## config.mk

```make
export PLATFORM = sky130hd
export DESIGN_NAME = fkr_rx_core
export DESIGN_NICKNAME = d
export VERILOG_FILES = /design/src/include/fkr_pkg.sv /design/src/design/fkr_fifo.sv /design/src/design/fkr_rx_core.sv
export SDC_FILE = /design/constraint.sdc
export NUM_CORES = 1
export LEC_CHECK = 0
export BUFFER_PORTS_ARGS = -buffer_cell sky130_fd_sc_hd__buf_4
export CORE_UTILIZATION = 35
export CTS_CLUSTER_SIZE = 30
export DETAILED_ROUTE_END_ITERATION = 16
export HOLD_SLACK_MARGIN = 0.12
export PLACE_DENSITY = 0.59
export SYNTH_ARGS = -nofsm -noshare
export SYNTH_HDL_FRONTEND = slang
export SYNTH_HIERARCHICAL = 1
export SYNTH_SLANG_ARGS = --single-unit
```

## constraint.sdc

```tcl
create_clock -name hclk -period 10.05 [get_ports hclk]
set_input_delay 0.5025 -clock hclk [delete_from_list [all_inputs] [get_ports hclk]]
set_output_delay 0.5025 -clock hclk [all_outputs]
set_load 0.005 [all_outputs]
```

## src/include/fkr_pkg.sv

```systemverilog
// Purpose: shared constants and types of the fsk receive filter and slicer
// Assumes: hclk stands in for the crystal clock
// Notes: register offsets are byte addresses on the ahb-lite slave
package fkr_pkg;
    localparam logic [7:0] OFF_CFG_A  = 8'h00;
    localparam logic [7:0] OFF_FCTL   = 8'h04;
    localparam logic [7:0] OFF_CLOCK  = 8'h08;
    localparam logic [7:0] OFF_STATUS = 8'h0C;
    localparam logic [7:0] OFF_OFFSET = 8'h10;
    localparam logic [7:0] OFF_DATA   = 8'h14;
    // field positions
    localparam int POS_ADC_DIV  = 0;
    localparam int POS_DECIMATION_DIVIDER  = 4;
    localparam int POS_BYPASS   = 12;
    localparam int POS_DEV_M    = 0;
    localparam int POS_DEV_X    = 4;
    localparam int POS_SETTLE   = 8;
    localparam int POS_REF_DIV  = 0;
    localparam int POS_DIV1     = 4;
    localparam int POS_DIV2     = 8;
    localparam int POS_OVERRUN  = 8;
    localparam int POS_LOCKED   = 9;
    // reset values
    localparam logic [2:0] RST_ADC_DIV = 3'h3;
    localparam logic [4:0] RST_DECIMATION_DIVIDER = 5'h00;
    localparam logic [3:0] RST_DEV_M   = 4'h4;
    localparam logic [1:0] RST_DEV_X   = 2'h1;
    localparam logic [1:0] RST_SETTLE  = 2'h2;
    localparam logic [2:0] RST_REF_DIV = 3'h0;
    localparam logic [2:0] RST_DIV1    = 3'h0;
    localparam logic [1:0] RST_DIV2    = 2'h0;
    // rate constants
    localparam int IF_PER_ADC    = 4;
    localparam int ADC_BASE_DIV  = 2;
    localparam int OVERSAMPLE    = 4;
    localparam int MIN_TRANS     = 3;
    localparam int FIFO_DEPTH    = 16;
    localparam int FIFO_WIDTH    = 8;

    typedef struct packed {
        logic       bypass;
        logic [4:0] decimation_divider;
        logic [2:0] adc_div;
    } fkr_cfg_a_t;

    typedef struct packed {
        logic [1:0] slicer_average_length;
        logic [1:0] expected_dev_exponent;
        logic [3:0] expected_dev_mantissa;
    } fkr_fctl_t;

    typedef struct packed {
        logic [1:0] master_clock_div_second;
        logic [2:0] master_clock_div_first;
        logic [2:0] ref_div;
    } fkr_clock_t;
endpackage : fkr_pkg

```

## src/design/fkr_fifo.sv

```systemverilog
// Purpose: byte buffer between the bit synchronizer and the register bus
// Assumes: single clock, flip-flop storage
// Notes: in_ready drops when full, out_valid drops when empty
`timescale 1ns/1ps
`default_nettype none
module fkr_fifo #(
    parameter int WIDTH = 8,
    parameter int DEPTH = 16
) (
    // clock and reset
    input  wire logic             hclk,
    input  wire logic             hresetn,
    // fill side
    input  wire logic             in_valid,
    output logic                  in_ready,
    input  wire logic [WIDTH-1:0] in_data,
    // drain side
    output logic                  out_valid,
    input  wire logic             out_ready,
    output logic [WIDTH-1:0]      out_data,
    output logic [$clog2(DEPTH):0] count
);
    localparam int AW = $clog2(DEPTH);
    logic [WIDTH-1:0] mem_q [DEPTH];
    logic [AW-1:0]    wr_q;
    logic [AW-1:0]    rd_q;
    logic [AW:0]      cnt_q;
    logic             push;
    logic             pop;

    assign in_ready  = (cnt_q != (AW+1)'(DEPTH));
    assign out_valid = (cnt_q != '0);
    assign out_data  = mem_q[rd_q];
    assign count     = cnt_q;
    assign push      = in_valid & in_ready;
    assign pop       = out_valid & out_ready;

    always_ff @(posedge hclk) begin
        if (push) begin
            mem_q[wr_q] <= in_data;
        end
    end

    always_ff @(posedge hclk or negedge hresetn) begin
        if (!hresetn) begin
            wr_q  <= '0;
            rd_q  <= '0;
            cnt_q <= '0;
        end else begin
            if (push) wr_q <= wr_q + AW'(1);
            if (pop) rd_q <= rd_q + AW'(1);
            cnt_q <= cnt_q + (AW+1)'(push) - (AW+1)'(pop);
        end
    end
endmodule : fkr_fifo
`default_nettype wire

```

## src/design/fkr_rx_core.sv

```systemverilog
// Purpose: IF clocking, channel decimation, adaptive slicer and bit synchronizer
// Assumes: demod_freq is the instantaneous frequency relative to the IF
// Notes: received bits pack lsb first into bytes read from the data register
`timescale 1ns/1ps
`default_nettype none
module fkr_rx_core
    import fkr_pkg::*;
(
    // clock and reset
    input  wire logic              hclk,
    input  wire logic              hresetn,
    // ahb-lite slave
    input  wire logic              hsel,
    input  wire logic [31:0]       haddr,
    input  wire logic [1:0]        htrans,
    input  wire logic              hwrite,
    input  wire logic [2:0]        hsize,
    input  wire logic [31:0]       hwdata,
    input  wire logic              hready,
    output logic                   hreadyout,
    output logic                   hresp,
    output logic [31:0]            hrdata,
    // demodulated sample stream
    input  wire logic signed [7:0] demod_freq,
    input  wire logic              demod_valid,
    output logic                   demod_ready,
    // radio side controls and data
    output logic                   adc_clk_en,
    output logic                   if_clk_en,
    output logic                   filter_bypass,
    output logic                   sliced_bit,
    output logic                   rx_bit,
    output logic                   rx_bit_valid
);
    fkr_cfg_a_t cfg_q;
    fkr_fctl_t  fctl_q;
    fkr_clock_t clk_q;

    // bus slave: writes land in the data phase, reads are sampled at the address phase
    logic        addr_ph;
    logic        wr_pend_q;
    logic [7:0]  wr_addr_q;
    logic [31:0] rdata_q;
    logic [31:0] rmux;
    logic        pop;
    logic        overrun_q;
    logic        overrun_set;
    logic        locked;
    logic signed [7:0] level_q;
    logic [7:0]  fifo_data;
    logic        fifo_valid;
    logic [4:0]  fifo_count;

    assign addr_ph   = hsel & htrans[1] & hready;
    assign hreadyout = 1'b1;
    assign hresp     = 1'b0;
    assign hrdata    = rdata_q;
    assign pop       = addr_ph & ~hwrite & (haddr[7:0] == OFF_DATA);

    always_comb begin
        rmux = 32'h0000_0000;
        unique case (haddr[7:0])
            OFF_CFG_A:  rmux = {19'h0, cfg_q.bypass, 3'h0, cfg_q.decimation_divider, 1'b0, cfg_q.adc_div};
            OFF_FCTL:   rmux = {22'h0, fctl_q.slicer_average_length, 2'h0,
                                fctl_q.expected_dev_exponent, fctl_q.expected_dev_mantissa};
            OFF_CLOCK:  rmux = {22'h0, clk_q.master_clock_div_second, 1'b0,
                                clk_q.master_clock_div_first, 1'b0, clk_q.ref_div};
            OFF_STATUS: rmux = {22'h0, locked, overrun_q, 3'h0, fifo_count};
            OFF_OFFSET: rmux = {{24{level_q[7]}}, level_q};
            OFF_DATA:   rmux = {23'h0, fifo_valid, fifo_data};
            default:    rmux = 32'h0000_0000;
        endcase
    end

    always_ff @(posedge hclk or negedge hresetn) begin
        if (!hresetn) begin
            wr_pend_q <= 1'b0;
            wr_addr_q <= 8'h00;
            rdata_q   <= 32'h0000_0000;
        end else begin
            wr_pend_q <= addr_ph & hwrite;
            if (addr_ph) wr_addr_q <= haddr[7:0];
            if (addr_ph & ~hwrite) rdata_q <= rmux;
        end
    end

    always_ff @(posedge hclk or negedge hresetn) begin
        if (!hresetn) begin
            cfg_q  <= '{bypass: 1'b0, decimation_divider: RST_DECIMATION_DIVIDER, adc_div: RST_ADC_DIV};
            fctl_q <= '{slicer_average_length: RST_SETTLE, expected_dev_exponent: RST_DEV_X,
                        expected_dev_mantissa: RST_DEV_M};
            clk_q  <= '{master_clock_div_second: RST_DIV2, master_clock_div_first: RST_DIV1,
                        ref_div: RST_REF_DIV};
        end else if (wr_pend_q) begin
            unique case (wr_addr_q)
                OFF_CFG_A: begin
                    cfg_q.adc_div <= hwdata[POS_ADC_DIV +: 3];
                    cfg_q.decimation_divider <= hwdata[POS_DECIMATION_DIVIDER +: 5];
                    cfg_q.bypass  <= hwdata[POS_BYPASS];
                end
                OFF_FCTL: begin
                    fctl_q.expected_dev_mantissa <= hwdata[POS_DEV_M +: 4];
                    fctl_q.expected_dev_exponent <= hwdata[POS_DEV_X +: 2];
                    fctl_q.slicer_average_length <= hwdata[POS_SETTLE +: 2];
                end
                OFF_CLOCK: begin
                    clk_q.ref_div                 <= hwdata[POS_REF_DIV +: 3];
                    clk_q.master_clock_div_first  <= hwdata[POS_DIV1 +: 3];
                    clk_q.master_clock_div_second <= hwdata[POS_DIV2 +: 2];
                end
                default: ;
            endcase
        end
    end

    assign filter_bypass = cfg_q.bypass;

    // adc clock every 2*(div+1) cycles, IF phase every fourth adc pulse
    logic [3:0] adc_cnt_q;
    logic [1:0] if_ph_q;
    logic [3:0] adc_last;
    assign adc_last   = 4'(ADC_BASE_DIV) * {1'b0, cfg_q.adc_div} + 4'(ADC_BASE_DIV) - 4'h1;
    assign adc_clk_en = (adc_cnt_q == 4'h0);
    assign if_clk_en  = adc_clk_en & (if_ph_q == 2'h0);

    always_ff @(posedge hclk or negedge hresetn) begin
        if (!hresetn) begin
            adc_cnt_q <= 4'h0;
            if_ph_q   <= 2'h0;
        end else begin
            adc_cnt_q <= (adc_cnt_q >= adc_last) ? 4'h0 : adc_cnt_q + 4'h1;
            if (adc_clk_en) if_ph_q <= if_ph_q + 2'h1;
        end
    end

    // channel filter: two-tap smoothing then keep one of decimation_divider+1 samples;
    // a wider boxcar would cost a divider for little gain at these widths
    logic              take;
    logic [4:0]        dec_cnt_q;
    logic signed [7:0] prev_q;
    logic signed [7:0] filt_q;
    logic              filt_valid_q;
    logic signed [8:0] pair_sum;
    logic              byte_valid_q;
    logic              fifo_in_ready;
    assign demod_ready = ~byte_valid_q | fifo_in_ready;
    assign take        = demod_valid & demod_ready;
    assign pair_sum    = 9'(demod_freq) + 9'(prev_q);

    always_ff @(posedge hclk or negedge hresetn) begin
        if (!hresetn) begin
            dec_cnt_q    <= 5'h00;
            prev_q       <= 8'sh00;
            filt_q       <= 8'sh00;
            filt_valid_q <= 1'b0;
        end else begin
            filt_valid_q <= 1'b0;
            if (take) begin
                prev_q <= demod_freq;
                if (dec_cnt_q >= cfg_q.decimation_divider) begin
                    dec_cnt_q    <= 5'h00;
                    filt_q       <= 8'(pair_sum >>> 1);
                    filt_valid_q <= 1'b1;
                end else begin
                    dec_cnt_q <= dec_cnt_q + 5'h01;
                end
            end
        end
    end

    // adaptive slicer
    logic [7:0]        dev;
    logic signed [8:0] diff;
    logic              up_q;
    logic signed [7:0] ref_q;
    logic signed [7:0] min_q;
    logic signed [7:0] max_q;
    logic [3:0]        trans_q;
    logic signed [8:0] mid;
    logic signed [8:0] step;
    logic              up_shift;
    logic              dn_shift;
    assign dev      = 8'({4'h0, fctl_q.expected_dev_mantissa} << fctl_q.expected_dev_exponent);
    assign diff     = 9'(filt_q) - 9'(ref_q);
    assign up_shift = diff > $signed({1'b0, dev});
    assign dn_shift = diff < -$signed({1'b0, dev});
    assign mid      = (9'(min_q) + 9'(max_q)) >>> 1;
    assign step     = (mid - 9'(level_q)) >>> (fctl_q.slicer_average_length - 2'h1);
    assign locked   = (trans_q >= 4'(MIN_TRANS));

    always_ff @(posedge hclk or negedge hresetn) begin
        if (!hresetn) begin
            up_q    <= 1'b0;
            ref_q   <= 8'sh00;
            min_q   <= 8'sh00;
            max_q   <= 8'sh00;
            trans_q <= 4'h0;
        end else if (filt_valid_q) begin
            if (up_shift | dn_shift) begin
                ref_q   <= filt_q;
                up_q    <= up_shift;
                trans_q <= (trans_q == 4'hF) ? trans_q : trans_q + 4'h1;
                if (up_shift) max_q <= filt_q;
                else min_q <= filt_q;
            end else if (up_q && filt_q > max_q) begin
                max_q <= filt_q;
                ref_q <= filt_q;
            end else if (!up_q && filt_q < min_q) begin
                min_q <= filt_q;
                ref_q <= filt_q;
            end
        end
    end

    always_ff @(posedge hclk or negedge hresetn) begin
        if (!hresetn) begin
            level_q <= 8'sh00;
        end else if (fctl_q.slicer_average_length == 2'h0) begin
            level_q <= 8'sh00;
        end else if (filt_valid_q && locked) begin
            level_q <= 8'(9'(level_q) + step);
        end
    end

    always_ff @(posedge hclk or negedge hresetn) begin
        if (!hresetn) begin
            sliced_bit <= 1'b0;
        end else if (filt_valid_q) begin
            sliced_bit <= (filt_q > level_q);
        end
    end

    // oversample tick: bit period is 4*(ref+1)*2*div1*div2 hclk cycles
    logic [7:0]  div1x2;
    logic [3:0]  div2;
    logic [13:0] os_last;
    logic [13:0] os_cnt_q;
    logic        os_tick;
    always_comb begin
        div1x2 = 8'd5;
        unique case (clk_q.master_clock_div_first)
            3'h0: div1x2 = 8'd5;
            3'h1: div1x2 = 8'd6;
            3'h2: div1x2 = 8'd8;
            3'h3: div1x2 = 8'd15;
            3'h4: div1x2 = 8'd25;
            3'h5: div1x2 = 8'd80;
            3'h6: div1x2 = 8'd96;
            3'h7: div1x2 = 8'd128;
        endcase
    end
    assign div2    = 4'h1 << clk_q.master_clock_div_second;
    assign os_last = 14'(({11'h0, clk_q.ref_div} + 14'h1) * 14'(div1x2) * 14'(div2)) - 14'h1;
    assign os_tick = (os_cnt_q == 14'h0);

    always_ff @(posedge hclk or negedge hresetn) begin
        if (!hresetn) begin
            os_cnt_q <= 14'h0;
        end else begin
            os_cnt_q <= (os_cnt_q >= os_last) ? 14'h0 : os_cnt_q + 14'h1;
        end
    end

    // bit synchronizer: four votes per bit, realigned on a slicer edge seen at any tick but the deciding one
    logic [1:0] phase_q;
    logic [2:0] votes_q;
    logic       last_q;
    logic [2:0] total;
    logic       decide;
    logic       edge_seen;
    assign total     = votes_q + {2'h0, sliced_bit};
    assign edge_seen = (sliced_bit != last_q);
    assign decide    = (total > 3'h2) | ((total == 3'h2) & sliced_bit);

    always_ff @(posedge hclk or negedge hresetn) begin
        if (!hresetn) begin
            phase_q      <= 2'h0;
            votes_q      <= 3'h0;
            last_q       <= 1'b0;
            rx_bit       <= 1'b0;
            rx_bit_valid <= 1'b0;
        end else begin
            rx_bit_valid <= 1'b0;
            if (os_tick) begin
                last_q <= sliced_bit;
                if (edge_seen && phase_q != 2'(OVERSAMPLE - 1)) begin
                    phase_q <= 2'h1;
                    votes_q <= {2'h0, sliced_bit};
                end else if (phase_q == 2'(OVERSAMPLE - 1)) begin
                    phase_q      <= 2'h0;
                    votes_q      <= 3'h0;
                    rx_bit       <= decide;
                    rx_bit_valid <= 1'b1;
                end else begin
                    phase_q <= phase_q + 2'h1;
                    votes_q <= total;
                end
            end
        end
    end

    // byte packing; a full fifo holds the byte and stalls the sample stream
    logic [7:0] shift_q;
    logic [2:0] nbit_q;
    logic [7:0] byte_q;
    assign overrun_set = rx_bit_valid & (nbit_q == 3'h7) & byte_valid_q & ~fifo_in_ready;

    always_ff @(posedge hclk or negedge hresetn) begin
        if (!hresetn) begin
            shift_q      <= 8'h00;
            nbit_q       <= 3'h0;
            byte_q       <= 8'h00;
            byte_valid_q <= 1'b0;
        end else begin
            if (byte_valid_q & fifo_in_ready) byte_valid_q <= 1'b0;
            if (rx_bit_valid) begin
                shift_q <= {rx_bit, shift_q[7:1]};
                nbit_q  <= nbit_q + 3'h1;
                if (nbit_q == 3'h7 && !overrun_set) begin
                    byte_q       <= {rx_bit, shift_q[7:1]};
                    byte_valid_q <= 1'b1;
                end
            end
        end
    end

    // overrun is sticky; a new overrun wins over a clearing write
    always_ff @(posedge hclk or negedge hresetn) begin
        if (!hresetn) begin
            overrun_q <= 1'b0;
        end else if (overrun_set) begin
            overrun_q <= 1'b1;
        end else if (wr_pend_q && wr_addr_q == OFF_STATUS && hwdata[POS_OVERRUN]) begin
            overrun_q <= 1'b0;
        end
    end

    fkr_fifo #(
        .WIDTH (FIFO_WIDTH),
        .DEPTH (FIFO_DEPTH)
    ) u_fifo (
        .hclk      (hclk),
        .hresetn   (hresetn),
        .in_valid  (byte_valid_q),
        .in_ready  (fifo_in_ready),
        .in_data   (byte_q),
        .out_valid (fifo_valid),
        .out_ready (pop),
        .out_data  (fifo_data),
        .count     (fifo_count)
    );

    // assertion helpers
    logic [4:0] adc_gap_q;
    always_ff @(posedge hclk or negedge hresetn) begin
        if (!hresetn) adc_gap_q <= 5'h00;
        else adc_gap_q <= adc_clk_en ? 5'h01 : adc_gap_q + 5'h01;
    end

    // adc pulses seen since the last IF pulse, counted apart from if_ph_q
    logic [2:0] if_gap_q;
    always_ff @(posedge hclk or negedge hresetn) begin
        if (!hresetn) if_gap_q <= 3'h0;
        else if (if_clk_en) if_gap_q <= 3'h1;
        else if (adc_clk_en) if_gap_q <= if_gap_q + 3'h1;
    end
endmodule : fkr_rx_core
`default_nettype wire

```

==> results by group <==
STA
  • Setup Total Neg Slack: 0 ns
  • Maximum clock frequency: 117 MHz
  • Worst relative slew slack: 35.4%
  • Hold Fails Final Rpt: 0
  • Setup repair after global routing missed its margin: false
  • Final hold slack: 0.189 ns
  • Clock skew after layout: 0.0253 ns
  • Setup violation total in the final timing report: 0
  • Minimum clock period: 8.57 ns
  • Ratio of final minimum period to clock period: 85.2%
  • Slew at the pin closest to its max-slew limit: 0.965 ns
  • Count of final max-slew check failures: 0

Layout
  • Number of flip-flops in the largest register: 128
  • Top register by number of flip-flops: u_fifo/mem_q
  • Share of final-layout standard cells stronger than drive strength 1: 14.9%
  • Layout net count: 2034
  • Area added between synthesis and finish: 12.4%

Logic synthesis
  • Avg Inst Size Synth: 10.9 µm²
  • YS warnings: 6
  • Cell type contributing the most total cell area after synthesis: sky130_fd_sc_hd__dfrtp_1
  • Sequential share of the synthesized area: 43.3%
  • Cell variety after synth: 79
  • Top post-synthesis cells by area: sky130_fd_sc_hd__dfrtp_1 22%, sky130_fd_sc_hd__edfxtp_1 21%, sky130_fd_sc_hd__ha_1 11%
  • Most repeated cell in the gate-level netlist after synthesis: sky130_fd_sc_hd__ha_1
  • Most instantiated flip-flop cell in the synthesis netlist: sky130_fd_sc_hd__dfrtp_1
  • Post-synth top area share: 21.9%
  • FF+latch count, synth: 295
  • Synth top cells by count: 169 x sky130_fd_sc_hd__ha_1, 162 x sky130_fd_sc_hd__dfrtp_1, 156 x sky130_fd_sc_hd__inv_1
  • Syn Nets: 1991
  • Count of mapped cells out of synthesis: 1700
  • Post-synthesis async set-or-reset flop share: 56.6%
  • Post-synth EDFFs: 128
  • Post-Synthesis Cell Area: 18500 µm²

Setup path
  • R2R setup slack: 1.48 ns
  • Reg-to-reg endpoint: os_cnt_q[2]$_DFF_PN0_
  • Cell with the largest stage delay on the worst path: sky130_fd_sc_hd__a2111oi_0
  • Arr. time, crit path: 8.96 ns
  • Critical path endpoint category: register
  • Largest stage delay, worst path: 0.72 ns
  • CP Max Fanout: 14
  • Destination of the critical timing path: os_cnt_q[2]$_DFF_PN0_
  • Register-to-Register Path Depth: 31
  • Data required time at the worst endpoint: 10.44 ns
  • RR Startpoint: clk_q[0]$_DFFE_PN0P_
  • Critical path origin: clk_q[0]$_DFFE_PN0P_
  • Startpoint-to-endpoint class of the critical path: reg -> reg
  • Kind of start point of the critical path: register

Placed design
  • IO Port Bufs: 72
  • Global placer's final weighted congestion: 0.814
  • Detailed Place HPWL: 30200 µm

GRT
  • Largest net degree at the start of global routing: 99
  • Number of global-route vias before repair: 12.6k
  • Global route overflow: 0
  • First-pass GRT wire length: 67400 µm
  • Number of antenna violations at the first check in global routing: 0
  • Global Route Usage Sum: 15.8%

Clocking
  • CTS tree: built
  • Clock-pin transition on the worst setup and hold timing paths: 0.06 ns
  • H-tree depth: 2
  • Clk buf depth: 3
  • Clock root cell: sky130_fd_sc_hd__clkbuf_16
  • Number of buffers added by the clock tree synthesis step: 36
  • Sinks on the clock net: 295
  • Clk Latency, worst-skew pair: 0.54 ns

Floorplan
  • Number of placed I/O pins: 124
  • Die extent in x: 232 µm
  • Vertical die dimension: 232 µm
  • Placement row count: 83
  • Floorplan core area: 51800 µm²
  • Initial core utilization: 35.8%
  • Full die area: 53900 µm²

Route
  • Detail-routed net length per standard cell: 16.8 µm
  • Number of remaining DRC errors: 0
  • Via count: 12.4k
  • Total iterations of the first detailed-routing run: 5
  • Initial drt markers: 765
  • Average vias per placed instance: 5.07
  • Count of nets left with antenna violations after detail routing: 0
  • Routed Wire Length: 41300 µm

Flow run
  • Count of max-cap constraint violations: 0

Outcome
  • Status: complete, no violations

Worst hold path
  • Path category of the worst min-delay check: in -> reg

Power and ir drop
  • Leakage power total: 8.98 nW
  • Pwr/cell area: 279 nW/µm²
  • Maximum vdd drop: 0.149 mV
cells in the final DEF, fill, tap and decap left out, types with 17 or more instances in the layout:
cell type                   instances
sky130_fd_sc_hd__nor3_1            25
sky130_fd_sc_hd__a21oi_1           58
sky130_fd_sc_hd__a21o_1            22
sky130_fd_sc_hd__nand2_1          137
sky130_fd_sc_hd__a221oi_1          17
sky130_fd_sc_hd__clkbuf_16         38
sky130_fd_sc_hd__nand3_1           29
sky130_fd_sc_hd__xnor2_1           45
sky130_fd_sc_hd__nor2_1           102
sky130_fd_sc_hd__ha_1             169
sky130_fd_sc_hd__nor2b_1           29
sky130_fd_sc_hd__mux2i_1           53
sky130_fd_sc_hd__o21ai_0           90
sky130_fd_sc_hd__dfrtp_1          161
sky130_fd_sc_hd__fa_1              39
sky130_fd_sc_hd__mux2_2            81
sky130_fd_sc_hd__xor2_1            30
sky130_fd_sc_hd__nand2b_1          22
sky130_fd_sc_hd__buf_4             80
sky130_fd_sc_hd__inv_1            156
sky130_fd_sc_hd__edfxtp_1         128
sky130_fd_sc_hd__and2_1            24
final cells by class:
type                            instances  area [µm²]
Sequential cell                       295        8030
Clock buffer                           49        1020
Fill cell                            4922       31000
Inverter                              158         593
Tap cell                              680         851
Antenna cell                            1        2.50
Timing Repair Buffer                   82         622
Clock inverter                         16         216
Multi-Input combinational cell       1170        9510
metal layers:
metal	vias to the layer above	part of all wire (%)	GRT usage [%]
li1	6107	-	-
met1	6036	50	22.9
met2	237	44	24.2
met3	53	4.3	2.46
met4	0	2.2	4.24
met5	-	0	0
power breakdown:
group	switching (mW)	internal, mW	total, mW
Sequential	0.205	1.41	1.62
Clock	0.508	0.845	1.35
Combinational	1.52	1.33	2.84
worst min path at each step:
stage                          start                         to  slack (ns)  cells after the start
2_1_floorplan                hresetn     adc_cnt_q[0]$_DFF_PN0_        0.21                      0
3_3_place_gp   nbit_q[0]$_DFFE_PN0P_      nbit_q[0]$_DFFE_PN0P_        0.46                      1
3_5_place_dp   nbit_q[0]$_DFFE_PN0P_      nbit_q[0]$_DFFE_PN0P_        0.47                      1
4_1_cts                   hwdata[12]  filter_bypass$_DFFE_PN0P_        0.16                      2
5_1_grt                   hwdata[12]  filter_bypass$_DFFE_PN0P_        0.17                      2
6_report                  hwdata[12]  filter_bypass$_DFFE_PN0P_        0.19                      2
kinds of logic after synthesis:
logic type	count (synthesis)	synth area share [%]
compound gates	289	10.2
xor+xnor	75	3.54
fa+ha+maj	208	15.6
buf+inv	235	5.43
flops	295	43.3
mux	159	10.5
other cells	2	0.0405
simple gates	437	11.5
stage by stage:
| step | utilization (%) | power (mW) | setup slack, ns | cells | instance area [µm²] |
|---|---|---|---|---|---|
| finish | 40.2 | 5.81 | 1.48 | 2451 | 20800 |
| floorplan | - | 3.85 | 2.50 | 1700 | 18500 |
| detailed placement | 37.8 | 4.46 | 1.45 | 2384 | 19600 |
| global placement | 37.8 | 4.35 | 1.52 | 2384 | 19600 |
| CTS | 40.2 | 5.85 | 1.40 | 2450 | 20800 |
| global route | 40.2 | 6.32 | 0.743 | 2450 | 20800 |
critical path, delay by kind of cell (launching register included):
family | cells | cell delay, ns
AOI/OAI and AO/OA | 3 | 1.41
xor gates and xnor gates | 3 | 1.01
adders and majority gates | 9 | 3.75
buffers and inverters | 5 | 0.26
DFF | 1 | 0.50
and+or+nand+nor | 11 | 1.46
repair_timing:
item,4_1_cts,5_1_grt
gates resized for setup,0,0
setup buffers,0,0
hold buffers,1,0
endpoints found under the hold margin,40,0
No activity file was read; power rests on OpenSTA's default activity.
